===== src/verilog/vwi_regs.vh =====
// Register offsets, field positions and timing counts for the VBI inserter.
// Assumes byte-wide registers reached by index, two index steps apart.
`ifndef VWI_REGS_VH
`define VWI_REGS_VH

// Register indices
`define VWI_DATA0_ADDR      8'h42
`define VWI_DATA1_ADDR      8'h44
`define VWI_DATA2_ADDR      8'h46
`define VWI_DATA3_ADDR      8'h48
`define VWI_CTRL_ADDR       8'h4A

// Control and status fields
`define VWI_CTRL_ENABLE     0
`define VWI_CTRL_AUTO       1
`define VWI_CTRL_TRIG_F1    2
`define VWI_CTRL_TRIG_F2    3
`define VWI_CTRL_VSYNC      4
`define VWI_REFRESH_MSB     2
`define VWI_REFRESH_LSB     0

// Output standards and blanking-data standards
`define VWI_TV_NTSC         2'h0
`define VWI_TV_PALM         2'h1
`define VWI_TV_PAL625       2'h2
`define VWI_STD_ETSI        2'h0
`define VWI_STD_ITU         2'h1
`define VWI_STD_IEC         2'h2
`define VWI_STD_CC          2'h3

// Line positions
`define VWI_LINE_WSS625     10'h017
`define VWI_LINE_ITU525_F1  10'h016
`define VWI_LINE_ITU525_F2  10'h11D
`define VWI_LINE_IEC_F1     10'h014
`define VWI_LINE_IEC_F2     10'h11B
`define VWI_LINE_CC525_F1   10'h015
`define VWI_LINE_CC525_F2   10'h11C
`define VWI_LINE_CC625_F1   10'h016
`define VWI_LINE_CC625_F2   10'h14F

// Bit counts
`define VWI_BITS_WSS625     6'h0E
`define VWI_BITS_ITU525     6'h18
`define VWI_BITS_IEC        6'h14
`define VWI_BITS_CC         6'h10

// Caption packet constants (7-bit character values) and the 4-bit last field count of a run
`define VWI_CC_START        7'h01
`define VWI_CC_ASPECT       7'h09
`define VWI_CC_CGMS         7'h08
`define VWI_CC_END          7'h0F
`define VWI_CC_FIELDS       4'hF

// Bit cell lengths in clk_sys cycles (250 MHz)
`define VWI_CC_BIT_CYCLES   10'h1F1
`define VWI_WSS_BIT_CYCLES  10'h032

`endif


===== src/verilog/vwi_inserter.v =====
// VBI and wide-screen signalling inserter for the TV output path.
// Assumes line and field timing from the TV timing generator on clk_sys.
`include "vwi_regs.vh"

module vwi_inserter
#(
    parameter CC_BIT_CYCLES  = `VWI_CC_BIT_CYCLES,
    parameter WSS_BIT_CYCLES = `VWI_WSS_BIT_CYCLES
)
(
    // Clock and reset
    input  wire        clk_sys,
    input  wire        rst_b,
    // Register port
    input  wire [7:0]  regAddr,
    input  wire        regWrEn,
    input  wire [7:0]  regWrData,
    input  wire        regRdEn,
    output reg  [7:0]  regRdData,
    // TV timing
    input  wire        lineStart,
    input  wire [9:0]  lineNum,
    input  wire        fieldTwo,
    input  wire        vsync,
    input  wire [1:0]  tvStandard,
    input  wire [1:0]  vbiStandard,
    // Encoder side
    output reg         vbiActive,
    output reg         vbiBit,
    output reg         vbiSubcarrier
);

    // Odd parity in bit 7 of a caption character
    function [7:0] ccChar;
        input [6:0] c;
        begin
            ccChar = {~^c, c};
        end
    endfunction

    reg  rstMeta_reg;
    reg  rstSync_reg;
    reg  [7:0] data0_reg, data1_reg, data2_reg, data3_reg;
    reg  [3:0] ctrl_reg;
    reg  [3:0] fieldCnt_reg;
    reg  [6:0] gapCnt_reg;
    reg        manField_reg;
    reg        manBusy_reg;
    reg        modSel_reg;
    wire       txBitW, txBusyW, txDoneW;

    // Two-stage release of the asynchronous reset
    always @(posedge clk_sys or negedge rst_b)
    begin
        if (!rst_b)
        begin
            rstMeta_reg <= 1'b0;
            rstSync_reg <= 1'b0;
        end
        else
        begin
            rstMeta_reg <= 1'b1;
            rstSync_reg <= rstMeta_reg;
        end
    end

    // Packet characters built from the data registers
    wire [6:0] aspS   = {1'b1, data0_reg[5:0]};
    wire [6:0] aspE   = {1'b1, data1_reg[3:0], data0_reg[7:6]};
    wire [6:0] aspQ   = {6'h20, data1_reg[4]};
    wire [6:0] cgA    = {2'h2, data2_reg[1:0], data1_reg[7:5]};
    wire [6:0] cgB    = {1'b0, data2_reg[7:2]};
    wire [6:0] aspSum = 7'h0 - (`VWI_CC_START + `VWI_CC_ASPECT + aspS + aspE
                              + aspQ + `VWI_CC_END);
    wire [6:0] cgSum  = 7'h0 - (`VWI_CC_START + `VWI_CC_CGMS + cgA + cgB
                              + `VWI_CC_END);

    // Pair for the current field-2 slot, lsb first
    reg [15:0] autoPair;
    always @*
    begin
        case (fieldCnt_reg[3:1])
            3'h0: autoPair = {ccChar(`VWI_CC_ASPECT), ccChar(`VWI_CC_START)};
            3'h1: autoPair = {ccChar(aspE), ccChar(aspS)};
            3'h2: autoPair = {ccChar(7'h0), ccChar(aspQ)};
            3'h3: autoPair = {ccChar(aspSum), ccChar(`VWI_CC_END)};
            3'h4: autoPair = {ccChar(`VWI_CC_CGMS), ccChar(`VWI_CC_START)};
            3'h5: autoPair = {ccChar(cgB), ccChar(cgA)};
            3'h6: autoPair = {ccChar(cgSum), ccChar(`VWI_CC_END)};
            default: autoPair = {ccChar(cgSum), ccChar(`VWI_CC_END)};
        endcase
    end

    // Line selection per standard and output system
    reg        lineHit;
    reg        useCc;
    reg [5:0]  lineBits;
    reg        lineBip;
    reg        lineMod;
    wire       is625 = (tvStandard == `VWI_TV_PAL625);
    wire       f1 = !fieldTwo;
    always @*
    begin
        lineHit  = 1'b0;
        useCc    = 1'b0;
        lineBits = `VWI_BITS_WSS625;
        lineBip  = 1'b1;
        lineMod  = 1'b0;
        case (vbiStandard)
            `VWI_STD_ETSI:
                lineHit = is625 && lineNum == `VWI_LINE_WSS625;
            `VWI_STD_ITU:
            begin
                if (is625)
                    lineHit = lineNum == `VWI_LINE_WSS625;
                else
                begin
                    lineHit  = lineNum == (f1 ? `VWI_LINE_ITU525_F1
                                              : `VWI_LINE_ITU525_F2);
                    lineBits = `VWI_BITS_ITU525;
                    lineBip  = 1'b0;
                    lineMod  = 1'b1;
                end
            end
            `VWI_STD_IEC:
            begin
                lineHit  = tvStandard == `VWI_TV_NTSC &&
                           lineNum == (f1 ? `VWI_LINE_IEC_F1
                                          : `VWI_LINE_IEC_F2);
                lineBits = `VWI_BITS_IEC;
                lineBip  = 1'b0;
            end
            `VWI_STD_CC:
            begin
                useCc    = 1'b1;
                lineBits = `VWI_BITS_CC;
                lineBip  = 1'b0;
                if (tvStandard == `VWI_TV_NTSC)
                    lineHit = lineNum == (f1 ? `VWI_LINE_CC525_F1
                                             : `VWI_LINE_CC525_F2);
                else if (is625)
                    lineHit = lineNum == (f1 ? `VWI_LINE_CC625_F1
                                             : `VWI_LINE_CC625_F2);
            end
            default: lineHit = 1'b0;
        endcase
    end

    // What this line sends, if anything
    wire        autoMode = ctrl_reg[`VWI_CTRL_AUTO];
    wire        inGap    = gapCnt_reg != 7'h0;
    wire        manArm   = f1 ? ctrl_reg[`VWI_CTRL_TRIG_F1]
                              : ctrl_reg[`VWI_CTRL_TRIG_F2];
    wire        ccSend   = autoMode ? !inGap : manArm;
    wire        goLine   = lineStart && lineHit && !txBusyW &&
                           ctrl_reg[`VWI_CTRL_ENABLE] && (!useCc || ccSend);
    reg  [31:0] lineData;
    always @*
    begin
        if (!useCc)
            lineData = {data3_reg, data2_reg, data1_reg, data0_reg};
        else if (!autoMode)
            lineData = {16'h0, data1_reg, data0_reg};
        else if (f1)
            lineData = {16'h0, ccChar(7'h0), ccChar(7'h0)};
        else
            lineData = {16'h0, autoPair};
    end

    // Serialiser shared by every standard
    vwi_line_tx u_tx
    (
        .clk       (clk_sys),
        .rstSync_b (rstSync_reg),
        .start     (goLine),
        .data      (lineData),
        .nBits     (lineBits),
        .biphase   (lineBip),
        .bitCycles (useCc ? CC_BIT_CYCLES[9:0] : WSS_BIT_CYCLES[9:0]),
        .txBit     (txBitW),
        .txBusy    (txBusyW),
        .txDone    (txDoneW)
    );

    // Manual trigger clears on completion; a host set in that cycle wins
    wire       wrCtrl = regWrEn && regAddr == `VWI_CTRL_ADDR;
    wire       doneManual = txDoneW && manBusy_reg;
    wire [1:0] trigSet = wrCtrl ? regWrData[3:2] : 2'h0;
    wire [1:0] trigClr = doneManual ? (manField_reg ? 2'h2 : 2'h1) : 2'h0;

    // Register file, auto-mode field counter and refresh gap
    always @(posedge clk_sys or negedge rstSync_reg)
    begin
        if (!rstSync_reg)
        begin
            data0_reg    <= 8'h00;
            data1_reg    <= 8'h00;
            data2_reg    <= 8'h00;
            data3_reg    <= 8'h00;
            ctrl_reg     <= 4'h0;
            fieldCnt_reg <= 4'h0;
            gapCnt_reg   <= 7'h00;
            manField_reg <= 1'b0;
            manBusy_reg  <= 1'b0;
            modSel_reg   <= 1'b0;
        end
        else
        begin
            // Host data writes; software keeps them inside vsync
            if (regWrEn && regAddr == `VWI_DATA0_ADDR)
                data0_reg <= regWrData;
            if (regWrEn && regAddr == `VWI_DATA1_ADDR)
                data1_reg <= regWrData;
            if (regWrEn && regAddr == `VWI_DATA2_ADDR)
                data2_reg <= regWrData;
            if (regWrEn && regAddr == `VWI_DATA3_ADDR)
                data3_reg <= regWrData;
            if (wrCtrl)
                ctrl_reg[1:0] <= regWrData[1:0];
            ctrl_reg[3:2] <= (ctrl_reg[3:2] & ~trigClr) | trigSet;
            if (goLine)
            begin
                manBusy_reg  <= useCc && !autoMode;
                manField_reg <= fieldTwo;
                modSel_reg   <= lineMod;
            end
            else if (txDoneW)
                manBusy_reg <= 1'b0;
            // Caption line counts fields; after 16, idle refresh x 16 fields
            if (lineStart && lineHit && useCc && autoMode)
            begin
                if (inGap)
                    gapCnt_reg <= gapCnt_reg - 7'h01;
                else
                begin
                    fieldCnt_reg <= fieldCnt_reg + 4'h1;
                    if (fieldCnt_reg == `VWI_CC_FIELDS)
                        gapCnt_reg <= {data3_reg[`VWI_REFRESH_MSB:
                                       `VWI_REFRESH_LSB], 4'h0};
                end
            end
            else if (!autoMode)
            begin
                fieldCnt_reg <= 4'h0;
                gapCnt_reg   <= 7'h00;
            end
        end
    end

    // Read path and registered encoder outputs
    always @(posedge clk_sys or negedge rstSync_reg)
    begin
        if (!rstSync_reg)
        begin
            regRdData     <= 8'h00;
            vbiActive     <= 1'b0;
            vbiBit        <= 1'b0;
            vbiSubcarrier <= 1'b0;
        end
        else
        begin
            vbiActive     <= txBusyW;
            vbiBit        <= txBitW;
            vbiSubcarrier <= txBusyW && modSel_reg;
            if (regRdEn)
            begin
                case (regAddr)
                    `VWI_DATA0_ADDR: regRdData <= data0_reg;
                    `VWI_DATA1_ADDR: regRdData <= data1_reg;
                    `VWI_DATA2_ADDR: regRdData <= data2_reg;
                    `VWI_DATA3_ADDR: regRdData <= data3_reg;
                    `VWI_CTRL_ADDR:  regRdData <= {3'h0, vsync, ctrl_reg};
                    default:         regRdData <= 8'h00;
                endcase
            end
        end
    end

endmodule // vwi_inserter


===== src/verilog/vwi_line_tx.v =====
// Serialises one line of blanking data, lsb first, NRZ or bi-phase.
// Assumes start is a one-cycle pulse given only while the module is idle.
`include "vwi_regs.vh"

module vwi_line_tx
(
    // Clock and reset
    input  wire        clk,
    input  wire        rstSync_b,
    // Request
    input  wire        start,
    input  wire [31:0] data,
    input  wire [5:0]  nBits,
    input  wire        biphase,
    input  wire [9:0]  bitCycles,
    // Line output
    output reg         txBit,
    output reg         txBusy,
    output reg         txDone
);

    reg [31:0] shift_reg;
    reg [5:0]  left_reg;
    reg [9:0]  cyc_reg;
    reg        half_reg;
    reg        bip_reg;
    reg [9:0]  cells_reg;

    wire [9:0] halfLen = {1'b0, cells_reg[9:1]};
    wire       cellEnd = bip_reg ? (cyc_reg == halfLen - 10'h001)
                                 : (cyc_reg == cells_reg - 10'h001);

    // Bi-phase sends a one as high-low and a zero as low-high
    always @(posedge clk or negedge rstSync_b)
    begin
        if (!rstSync_b)
        begin
            shift_reg <= 32'h0;
            left_reg  <= 6'h0;
            cyc_reg   <= 10'h0;
            half_reg  <= 1'b0;
            bip_reg   <= 1'b0;
            cells_reg <= 10'h1;
            txBit     <= 1'b0;
            txBusy    <= 1'b0;
            txDone    <= 1'b0;
        end
        else
        begin
            txDone <= 1'b0;
            if (start && !txBusy)
            begin
                shift_reg <= data;
                left_reg  <= nBits;
                cyc_reg   <= 10'h0;
                half_reg  <= 1'b0;
                bip_reg   <= biphase;
                cells_reg <= bitCycles;
                txBusy    <= 1'b1;
                txBit     <= data[0];
            end
            else if (txBusy)
            begin
                if (!cellEnd)
                    cyc_reg <= cyc_reg + 10'h001;
                else if (bip_reg && !half_reg)
                begin
                    cyc_reg  <= 10'h0;
                    half_reg <= 1'b1;
                    txBit    <= ~shift_reg[0];
                end
                else if (left_reg == 6'h01)
                begin
                    txBusy <= 1'b0;
                    txDone <= 1'b1;
                    txBit  <= 1'b0;
                end
                else
                begin
                    cyc_reg   <= 10'h0;
                    half_reg  <= 1'b0;
                    left_reg  <= left_reg - 6'h01;
                    shift_reg <= {1'b0, shift_reg[31:1]};
                    txBit     <= shift_reg[1];
                end
            end
        end
    end

endmodule // vwi_line_tx


===== config.mk =====
export PLATFORM = sky130hd
export DESIGN_NAME = vwi_inserter
export DESIGN_NICKNAME = d
export VERILOG_FILES = /design/src/verilog/vwi_inserter.v /design/src/verilog/vwi_line_tx.v
export VERILOG_INCLUDE_DIRS = /design/src /design/src/verilog
export SDC_FILE = /design/constraint.sdc
export NUM_CORES = 1
export LEC_CHECK = 0
export ABC_AREA = 1
export BUFFER_PORTS_ARGS = -buffer_cell sky130_fd_sc_hd__buf_2
export CAP_MARGIN = 0
export CORE_ASPECT_RATIO = 0.6
export CORE_MARGIN = 2
export CORE_UTILIZATION = 55
export DETAILED_ROUTE_END_ITERATION = 16
export PLACE_DENSITY = 0.73
export SLEW_MARGIN = 20
export SYNTH_ARGS = -nofsm -noshare
export SYNTH_HDL_FRONTEND = slang
export SYNTH_SLANG_ARGS = --single-unit

===== constraint.sdc =====
create_clock -name clk_sys -period 4.2 [get_ports clk_sys]
set_input_delay 1.26 -clock clk_sys [delete_from_list [all_inputs] [get_ports clk_sys]]
set_output_delay 1.26 -clock clk_sys [all_outputs]
set_load 0.02 [all_outputs]

==> results of run 1 <==
[synth_stat cells (7+ instances only)]
master    count
o21ai_0      88
a21oi_1      18
ha_1         30
o22ai_1       7
xnor2_1      25
o21ai_2      13
xor2_1       23
nand4_1      15
clkbuf_1      8
o21ai_1      16
nand3b_1      7
nand3_1      43
nand2_1     363
nor2_1       71
nand2_2       9
dfrtp_1     119
inv_1       148
buf_6         9
[kinds of logic after synthesis]
| logic type | synth area share, % |
|---|---|
| AO/OA/AOI/OAI | 13.5 |
| XOR/XNOR | 5.23 |
| adder cells (fa/ha/maj) | 5.67 |
| buffers and inverters | 9.28 |
| flip-flops | 37.4 |
| other | 0.0467 |
| AND/OR/NAND/NOR | 28.8 |
[area by class of cell]
class / instances / area [um^2] / share of cell area [%]
timing repair buffer: 54 / 295 / 3.27
clock buffer: 17 / 425 / 4.71
tap: 198 / 248 / 2.74
multi-input combinational: 797 / 4280 / 47.4
sequential: 120 / 3010 / 33.3
inverter: 155 / 584 / 6.46
clock inverter: 15 / 198 / 2.19
[layer usage]
metal	vias to the layer above	wire, um
li1	3618	-
met2	372	8560
met5	-	0
met1	3458	11200
met3	22	2530
met4	0	217
[final timing paths]
kind / from / endpoint / slack (ps) / cells past startpoint
max in group asynchronous: rstSync_reg / u_tx.cells_reg[0] / 2790 / 1
min reg2reg: rstMeta_reg / rstSync_reg / 360 / 0
max reg2reg: u_tx.bip_reg / u_tx.shift_reg[31] / 1070 / 16
max: vbiStandard[0] / u_tx.shift_reg[22] / 1040 / 14
min in group asynchronous: rstSync_reg / data1_reg[2] / 470 / 0
min: rstMeta_reg / rstSync_reg / 360 / 0
[power groups by stage]
stage | Sequential, W | Clock, W | Combinational (W)
global placement | 0.00124 | 0 | 0.000339
CTS | 0.00122 | 0.00156 | 0.000354
global route | 0.00123 | 0.00162 | 0.000405
detailed placement | 0.00124 | 0 | 0.000351
finish | 0.00122 | 0.00155 | 0.000357
floorplan | 0.00124 | 0 | 0.000248
[through the flow]
stage,setup slack (ps),instances
2_1_floorplan,611,1094
3_3_place_gp,731,1323
3_5_place_dp,616,1323
4_1_cts,881,1355
5_1_grt,788,1356
6_report,1040,1356
[critical path: stages]
cell and delay, ps:
buf_2 130, nand2_2 180, nor2_1 100, inv_1 330
o21ai_0 190, nand2_2 130, inv_2 60, nor2_4 140
nand3_4 210, clkinv_2 250, nand2_4 190, o21ai_0 200
nand2_1 70, nand2_1 50
==> run_results.csv, run 1 <==
group,metric,value,unit
clock_network,postCtsSetupBuffers,0,
synthesis,yosysTopAreaCell,"dfrtp_1",
clock_network,root_buffer,"clkbuf_16",
routing,drt_pass1_iterations,7,
floorplanning,num_rows,34,
timing,tns,0,ps
power_and_ir_drop,fin_total_pwr,0.00313,W
routing,drt-total-wl,22500,um
finish,largest_reg_flops,32,
synthesis,ys_warn_count,0,
setup_path,start_kind,"input pin",
finish,layout_commonest_cell,"nand2_1",
timing,finalCriticalPeriod,3160,ps
run,max_cap_viol_count,0,
routing,drc,0,
clock_network,cts_resized,0,
floorplanning,initial_core_util,55.9,%
power_and_ir_drop,internal-power,0.00223,W
timing,timing.fmax,0.317,GHz
global_route,grt_max_degree,70,
clock_network,cts_buffer_depth,2,
routing,drt_iter0_markers,883,
routing,via_per_inst,5.51,
clock_network,path_clk_slew,70,ps
timing,hold_viol,0,
finish,areaGrowthSynthToFinish,12.6,%
synthesis,ys_ff_latch,120,
synthesis,yosysSeqAreaShare,37.4,%
floorplanning,die_area,0.0156,mm^2
timing,worstMarginPinSlew,909,ps
setup_path,cp_data_arrival_time,3510,ps
synthesis,syn-num-nets,1165,
timing,finalSetupViolations,0,
timing,period_share,75.2,%
synthesis,netlist_top_cells_area,"dfrtp_1 (37%), nand2_1 (17%), inv_1 (6.9%)",
floorplanning,die-height,97.6,um
global_route,gr-total-overflow,0,
power_and_ir_drop,clock_power_share,49.5,%
timing,max-slew-margin-rel,39.4,%
finish,nets,1216,
routing,wl_per_cell,16.6,um
setup_path,crit_path_end_kind,"flip-flop",
synthesis,async_flop_share,100,%
clock_network,cts-htree-levels,4,
synthesis,netlist_area,0.00803,mm^2
clock_network,clock_latency,420,ps
synthesis,synth_top_area_share,37.1,%
clock_network,cts_buffers,17,
finish,n_fill_cell,1321,
finish,antenna_cells,0,
global_route,grtUsageTotal,30.3,%
placed_design,hpwl,17100,um
synthesis,synthFlopType,"dfrtp_1",
floorplanning,ioPinCount,48,
setup_path,worst-setup-path-type,"input pin to flip-flop",
synthesis,synthDistinctLibCells,50,
clock_network,tritoncts,"built",
floorplanning,coreArea,0.0144,mm^2
synthesis,synth.avg_cell_area,7.34,um^2
synthesis,synth_edf_count,0,
synthesis,syn_inst,1094,
power_and_ir_drop,swShare,28.9,%
floorplanning,die_w,160,um
timing,worst_hold_slack,358,ps
global_route,grtUsageMet1,48.9,%
global_route,antenna_found_initial,0,
timing,slew_violations,0,
routing,ant_nets,0,
placed_design,gp_congestion,0.977,
finish,drive_gt1_share,12.0,%
global_route,met2_usage,39.5,%
finish,finalInstanceArea,0.00904,mm^2
setup_path,required,4550,ps
power_and_ir_drop,power_density,346,mW/mm^2
power_and_ir_drop,combPwrFrac,11.4,%
clock_network,hold_buffers,0,
min_path,hp-class,"flip-flop to flip-flop",
timing,rsz0062_at_grt,"no",
power_and_ir_drop,irDropWorstVdd,0.269,mV
clock_network,cts_sinks,120,
global_route,grt_pass1_wl,36800,um
global_route,busiest_layer,"met1",
power_and_ir_drop,p_sw,0.000905,W
finish,layout_common_cells,"nand2_1 (363), inv_1 (148), dfrtp_1 (118)",
finish,final_util,62.9,%
power_and_ir_drop,p_seq_share,39.1,%
placed_design,placed_cell_area,0.00840,mm^2
global_route,gr-usage-met3,8.24,%
timing,fin_worst_skew,14.4,ps
placed_design,placement.io_buffers,47,
run_status,status,"finished, final reports clean",
setup_path,critPathMaxFanout,16,
power_and_ir_drop,p_leak,4.67,nW
global_route,grt_pass1_vias,6640,
routing,vias,7470,
(Power assumes the default switching activity.)
==> run 2: changes to the inputs <==
==> constraint.sdc (replaced) <==
create_clock -name clk_sys -period 3 [get_ports clk_sys]
set_input_delay 0.9 -clock clk_sys [delete_from_list [all_inputs] [get_ports clk_sys]]
set_output_delay 0.9 -clock clk_sys [all_outputs]
set_load 0.02 [all_outputs]
==> run 2 against run 1 <==
- sequential share of layout area decreased by 1.5 points
- cell area increased by 4.6%
- final cell count increased by 3.2%
- register-to-register slack got worse by 940 ps
- hold slack got worse by 120 ps
- largest cell class unchanged
==> run_results.csv, run 2 (synthesized netlist as in run 1, its figures left out) <==
group,metric,value,unit
run_status,status,"finished, final reports clean",
power_and_ir_drop,combPwrFrac,12.8,%
floorplanning,die-height,97.6,um
placed_design,dp_cells,1363,
global_route,antenna_found_initial,0,
finish,antenna_cells,0,
finish,nets,1260,
placed_design,gp_congestion,0.977,
power_and_ir_drop,irDropWorstVdd,0.346,mV
global_route,gr-total-overflow,0,
setup_path,critPathMaxFanout,2,
routing,drt-total-wl,24200,um
power_and_ir_drop,clock_power_share,49.4,%
power_and_ir_drop,internal-power,0.00314,W
routing,wl_per_cell,17.3,um
min_path,hp-class,"input pin to async pin",
clock_network,cts_buffers,17,
timing,worst_hold_slack,234,ps
setup_path,crit_chain,"ha_1 -> inv_2 -> ha_1 -> ha_2 -> inv_2 -> fa_2 -> xor2_2 -> xnor2_1 -> nand2_1 -> nand2_1 -> nor2_1 -> nor2_1 -> nand2_1 -> nand2_1 -> nand3_1 -> nand2_1 -> nand2_1 -> nand2_1",
routing,drc,0,
power_and_ir_drop,p_leak,4.89,nW
finish,drive_gt1_share,16.3,%
finish,final-instance-count-excl-fill,1400,
timing,finalSetupViolations,0,
finish,layout_common_cells,"nand2_1 (362), inv_1 (146), dfrtp_1 (117)",
setup_path,crit_family,"adder cells",
finish,layout_commonest_cell,"nand2_1",
global_route,grt_pass1_vias,6958,
timing,timing.fmax,0.349,GHz
floorplanning,ioPinCount,48,
routing,via_per_inst,5.48,
power_and_ir_drop,swShare,29.6,%
timing,period_share,95.5,%
setup_path,path_buf_inv,2,
clock_network,clock_latency,430,ps
clock_network,cts_buffer_depth,2,
setup_path,regToRegStartpoint,"data0_reg[2]",
floorplanning,coreArea,0.0144,mm^2
timing,worstMarginPinSlew,536,ps
clock_network,cts-htree-levels,4,
routing,ant_nets,0,
timing,finalCriticalPeriod,2870,ps
timing,slew_violations,0,
setup_path,worst-setup-path-type,"flip-flop to flip-flop",
global_route,grt_pass1_wl,38500,um
clock_network,root_buffer,"clkbuf_16",
routing,drt_iter0_markers,890,
run,max_cap_viol_count,0,
routing,vias,7665,
clock_network,tritoncts,"built",
setup_path,cpPeakStageDelay,570,ps
global_route,grt_max_degree,61,
floorplanning,die_w,160,um
power_and_ir_drop,fin_total_pwr,0.00446,W
global_route,grtUsageTotal,32.0,%
finish,largest_reg_flops,32,
timing,max-slew-margin-rel,64.0,%
clock_network,hold_buffers,0,
setup_path,required,3360,ps
power_and_ir_drop,p_sw,0.00132,W
clock_network,cts_sinks,120,
floorplanning,die_area,0.0156,mm^2
power_and_ir_drop,power_density,472,mW/mm^2
placed_design,placement.io_buffers,47,
finish,areaGrowthSynthToFinish,17.8,%
setup_path,crit_path_end_kind,"flip-flop",
clock_network,path_clk_slew,70,ps
setup_path,start_kind,"flip-flop",
setup_path,cp_common_cell,"nand2_1",
power_and_ir_drop,p_seq_share,37.8,%
floorplanning,initial_core_util,55.9,%
timing,hold_viol,0,
setup_path,cp_data_arrival_time,3220,ps
placed_design,hpwl,18200,um
timing,fin_worst_skew,14.8,ps
routing,drt_pass1_iterations,6,
setup_path,cp_slowest_cell,"fa_2",
timing,rsz0062_at_grt,"yes",
setup_path,startpoint,"data0_reg[2]",
floorplanning,num_rows,34,
[run 2: worst register-to-register path: stages, from the launching register on]
cell	delay (ps)
dfrtp_1	390
ha_1	300
inv_2	50
ha_1	290
ha_2	180
inv_2	40
fa_2	570
xor2_2	190
xnor2_1	150
nand2_1	70
nand2_1	80
nor2_1	50
nor2_1	80
nand2_1	50
nand2_1	60
nand3_1	70
nand2_1	60
nand2_1	50
nand2_1	50
[run 2: worst paths after layout]
path | end | slack [ps] | cells after the start
hold / removal | rstSync_reg | 230 | 1
hold reg to reg | data1_reg[2] | 310 | 0
max in group asynchronous | u_tx.cells_reg[0] | 1920 | 1
setup / recovery | u_tx.shift_reg[15] | 130 | 18
min in group clk_sys | rstSync_reg | 350 | 0
setup reg to reg | u_tx.shift_reg[15] | 130 | 18
[run 2: cell type report]
class / instances / area [um^2]
clock buffer: 17 / 425
clock inverter: 15 / 200
fill: 1267 / 4920
inverter: 155 / 584
multi-input combinational: 799 / 4360
sequential: 120 / 3010
tap: 198 / 248
timing repair buffer: 96 / 632
[run 2: per-layer routing]
metal / global-route usage [%] / vias up / routed length [um]
li1: - / 3712 / -
met4: 6.93 / 0 / 261
met5: 0 / - / 0
met1: 52.6 / 3547 / 12300
met3: 12.0 / 30 / 3150
met2: 38.1 / 376 / 8560
[run 2: per-stage QoR]
stage | setup slack, ps | TNS [ps] | area, um^2 | utilization [%]
after detailed placement | 112 | 0 | 8730 | 60.7
after CTS | 110 | 0 | 9350 | 65.1
final | 134 | 0 | 9460 | 65.8
after floorplan | 265 | 0 | 8030 | -
after global placement | 160 | 0 | 8730 | 60.7
after global routing | -67.2 | -67.2 | 9460 | 65.8
[run 2: repair_timing]
action / in CTS / in global routing
gates resized for setup: 0 / 15
buffers inserted: 0 / 3
setup endpoints to repair: 0 / 39
[run 2: power groups by stage]
stage                     logic (W)  clock network, W  registers (W)
after floorplan            0.000347                 0        0.00173
after global placement     0.000535                 0        0.00171
after detailed placement   0.000545                 0        0.00171
after CTS                  0.000549           0.00222        0.00168
after global routing       0.000637           0.00229        0.00169
final                      0.000571           0.00221        0.00169
==> run 3: changes to the inputs <==
==> constraint.sdc (replaced) <==
create_clock -name clk_sys -period 3.4 [get_ports clk_sys]
set_input_delay 1.02 -clock clk_sys [delete_from_list [all_inputs] [get_ports clk_sys]]
set_output_delay 1.02 -clock clk_sys [all_outputs]
set_load 0.02 [all_outputs]
==> run 3 against run 2 <==
- sequential power decreased by 12%
- critical path depth down 3
- count of clock-buffer cells in the layout unchanged
- register-to-register slack gained 210 ps
- global-route usage shrank 1.6 points
- highest routed layer unchanged
==> run_results.csv, run 3 (synthesized netlist as in run 1, its figures left out) <==
group,metric,value,unit
placed_design,place_ws,193,ps
routing,drt_pass1_iterations,5,
timing,fin_worst_skew,14.7,ps
run,max_cap_viol_count,0,
floorplanning,die_w,160,um
setup_path,start_kind,"flip-flop",
global_route,grt_pass1_vias,6803,
finish,antenna_cells,0,
global_route,gr-total-overflow,0,
routing,vias,7468,
clock_network,root_buffer,"clkbuf_16",
global_route,grt_pass1_wl,37100,um
timing,period_share,90.0,%
clock_network,cts-htree-levels,4,
routing,drc,0,
clock_network,clock_latency,430,ps
setup_path,crit_path_end_kind,"flip-flop",
clock_network,postCtsSetupBuffers,0,
setup_path,cp_slowest_cell,"dfstp_2",
setup_path,crit_family,"simple AND/OR/NAND/NOR gates",
timing,worst_hold_slack,191,ps
finish,n_fill_cell,1287,
clock_network,cts_buffer_depth,2,
finish,register_area,0.00301,mm^2
setup_path,critPathMaxFanout,27,
setup_path,required,3700,ps
finish,layout_common_cells,"nand2_1 (363), inv_1 (148), dfrtp_1 (118)",
routing,ant_nets,0,
finish,layout_commonest_cell,"nand2_1",
finish,nets,1229,
clock_network,hold_buffers,0,
routing,via_per_inst,5.46,
power_and_ir_drop,fin_total_pwr,0.00378,W
finish,final_util,63.4,%
finish,areaGrowthSynthToFinish,13.5,%
clock_network,cts_sinks,120,
global_route,grtUsageTotal,30.4,%
clock_network,path_clk_slew,70,ps
power_and_ir_drop,power_density,415,mW/mm^2
routing,drt-total-wl,22500,um
placed_design,gp_congestion,0.954,
timing,worstMarginPinSlew,583,ps
routing,wl_per_cell,16.4,um
setup_path,worst-setup-path-type,"flip-flop to flip-flop",
placed_design,hpwl,17100,um
finish,multi_input_area,0.00428,mm^2
floorplanning,die-height,97.6,um
setup_path,crit_chain,"nand2_4 -> o21ai_2 -> inv_2 -> ha_1 -> ha_1 -> xor2_1 -> nand3_1 -> nor2_1 -> nand2_1 -> nor2_1 -> nand3_2 -> o31ai_4 -> nand2_4 -> nand2_1 -> o21ai_2",
timing,finalCriticalPeriod,3060,ps
timing,timing.fmax,0.327,GHz
global_route,grt_max_degree,103,
floorplanning,initial_core_util,55.9,%
routing,drt_iter0_markers,857,
clock_network,tritoncts,"built",
min_path,hp-class,"flip-flop to async pin",
power_and_ir_drop,p_leak,4.73,nW
floorplanning,coreArea,0.0144,mm^2
timing,tns,0,ps
clock_network,cts_buffers,17,
floorplanning,ioPinCount,48,
timing,hold_viol,0,
run_status,status,"finished, final reports clean",
timing,layout_setup_ws,342,ps
floorplanning,num_rows,34,
global_route,antenna_found_initial,0,
timing,slew_violations,0,
timing,rsz0062_at_grt,"no",
floorplanning,die_area,0.0156,mm^2
clock_network,cts_resized,0,
finish,drive_gt1_share,13.0,%
timing,finalSetupViolations,0,
setup_path,path_buf_inv,1,
power_and_ir_drop,irDropWorstVdd,0.242,mV
finish,largest_reg_flops,32,
placed_design,placement.io_buffers,47,
setup_path,cpPeakStageDelay,560,ps
setup_path,cp_data_arrival_time,3360,ps
timing,max-slew-margin-rel,61.2,%
## run 3: cell types whose count changed in the layout (fill, tap and decap cells not counted), sizes merged
cell    previous run  this run
bufinv             2         0
clkinv             4         5
nand2            378       376
inv              163       164
buf               96        67
## run 3: layer usage
layer / vias to the layer above / GRT usage, % / part of all wire [%]
met1: 3449 / 49.8 / 50
met4: 0 / 5.06 / 1.0
met2: 353 / 37.4 / 36
li1: 3640 / - / -
met5: - / 0 / 0
met3: 26 / 10.9 / 12
## run 3: worst reg2reg max path, delay by kind of cell (launching register included)
family	cells	cell delay (ps)
compound gates	3	550
xor+xnor	1	140
buf+inv	1	70
simple gates	8	1070
flops	1	560
fa+ha+maj	2	570
## run 3: final cells by class
| type | instances | share of cell area [%] |
|---|---|---|
| Inverter | 155 | 6.41 |
| Clock inverter | 15 | 1.87 |
| Multi-Input combinational cell | 797 | 47.0 |
| Clock buffer | 17 | 4.66 |
| Tap cell | 198 | 2.72 |
| Timing Repair Buffer | 67 | 4.40 |
| Sequential cell | 120 | 33.0 |
## run 3: metrics by stage
stage / area, um^2 / cells
2_1_floorplan: 8030 / 1094
3_3_place_gp: 8510 / 1336
3_5_place_dp: 8510 / 1336
4_1_cts: 9110 / 1368
5_1_grt: 9120 / 1369
6_report: 9120 / 1369
## run 3: power by group
group / leakage (nW) / total (W) / switching [W] / internal [W]
Combinational: 2.86 / 0.000471 / 0.000293 / 0.000178
Sequential: 1.58 / 0.00149 / 0.0000380 / 0.00145
Clock: 0.291 / 0.00182 / 0.000827 / 0.000993
## run 3: worst paths after layout
kind,from,endpoint,slack [ps],depth (start not counted)
worst max-delay path,u_tx.cells_reg[0],u_tx.left_reg[0],340,15
worst min-delay path,rstSync_reg,data1_reg[2],190,0
worst max register to register,u_tx.cells_reg[0],u_tx.left_reg[0],340,15
worst min register to register,rstSync_reg,data1_reg[2],190,0
max in group asynchronous,rstSync_reg,u_tx.left_reg[1],2340,1
min in group clk_sys,rstMeta_reg,rstSync_reg,360,0
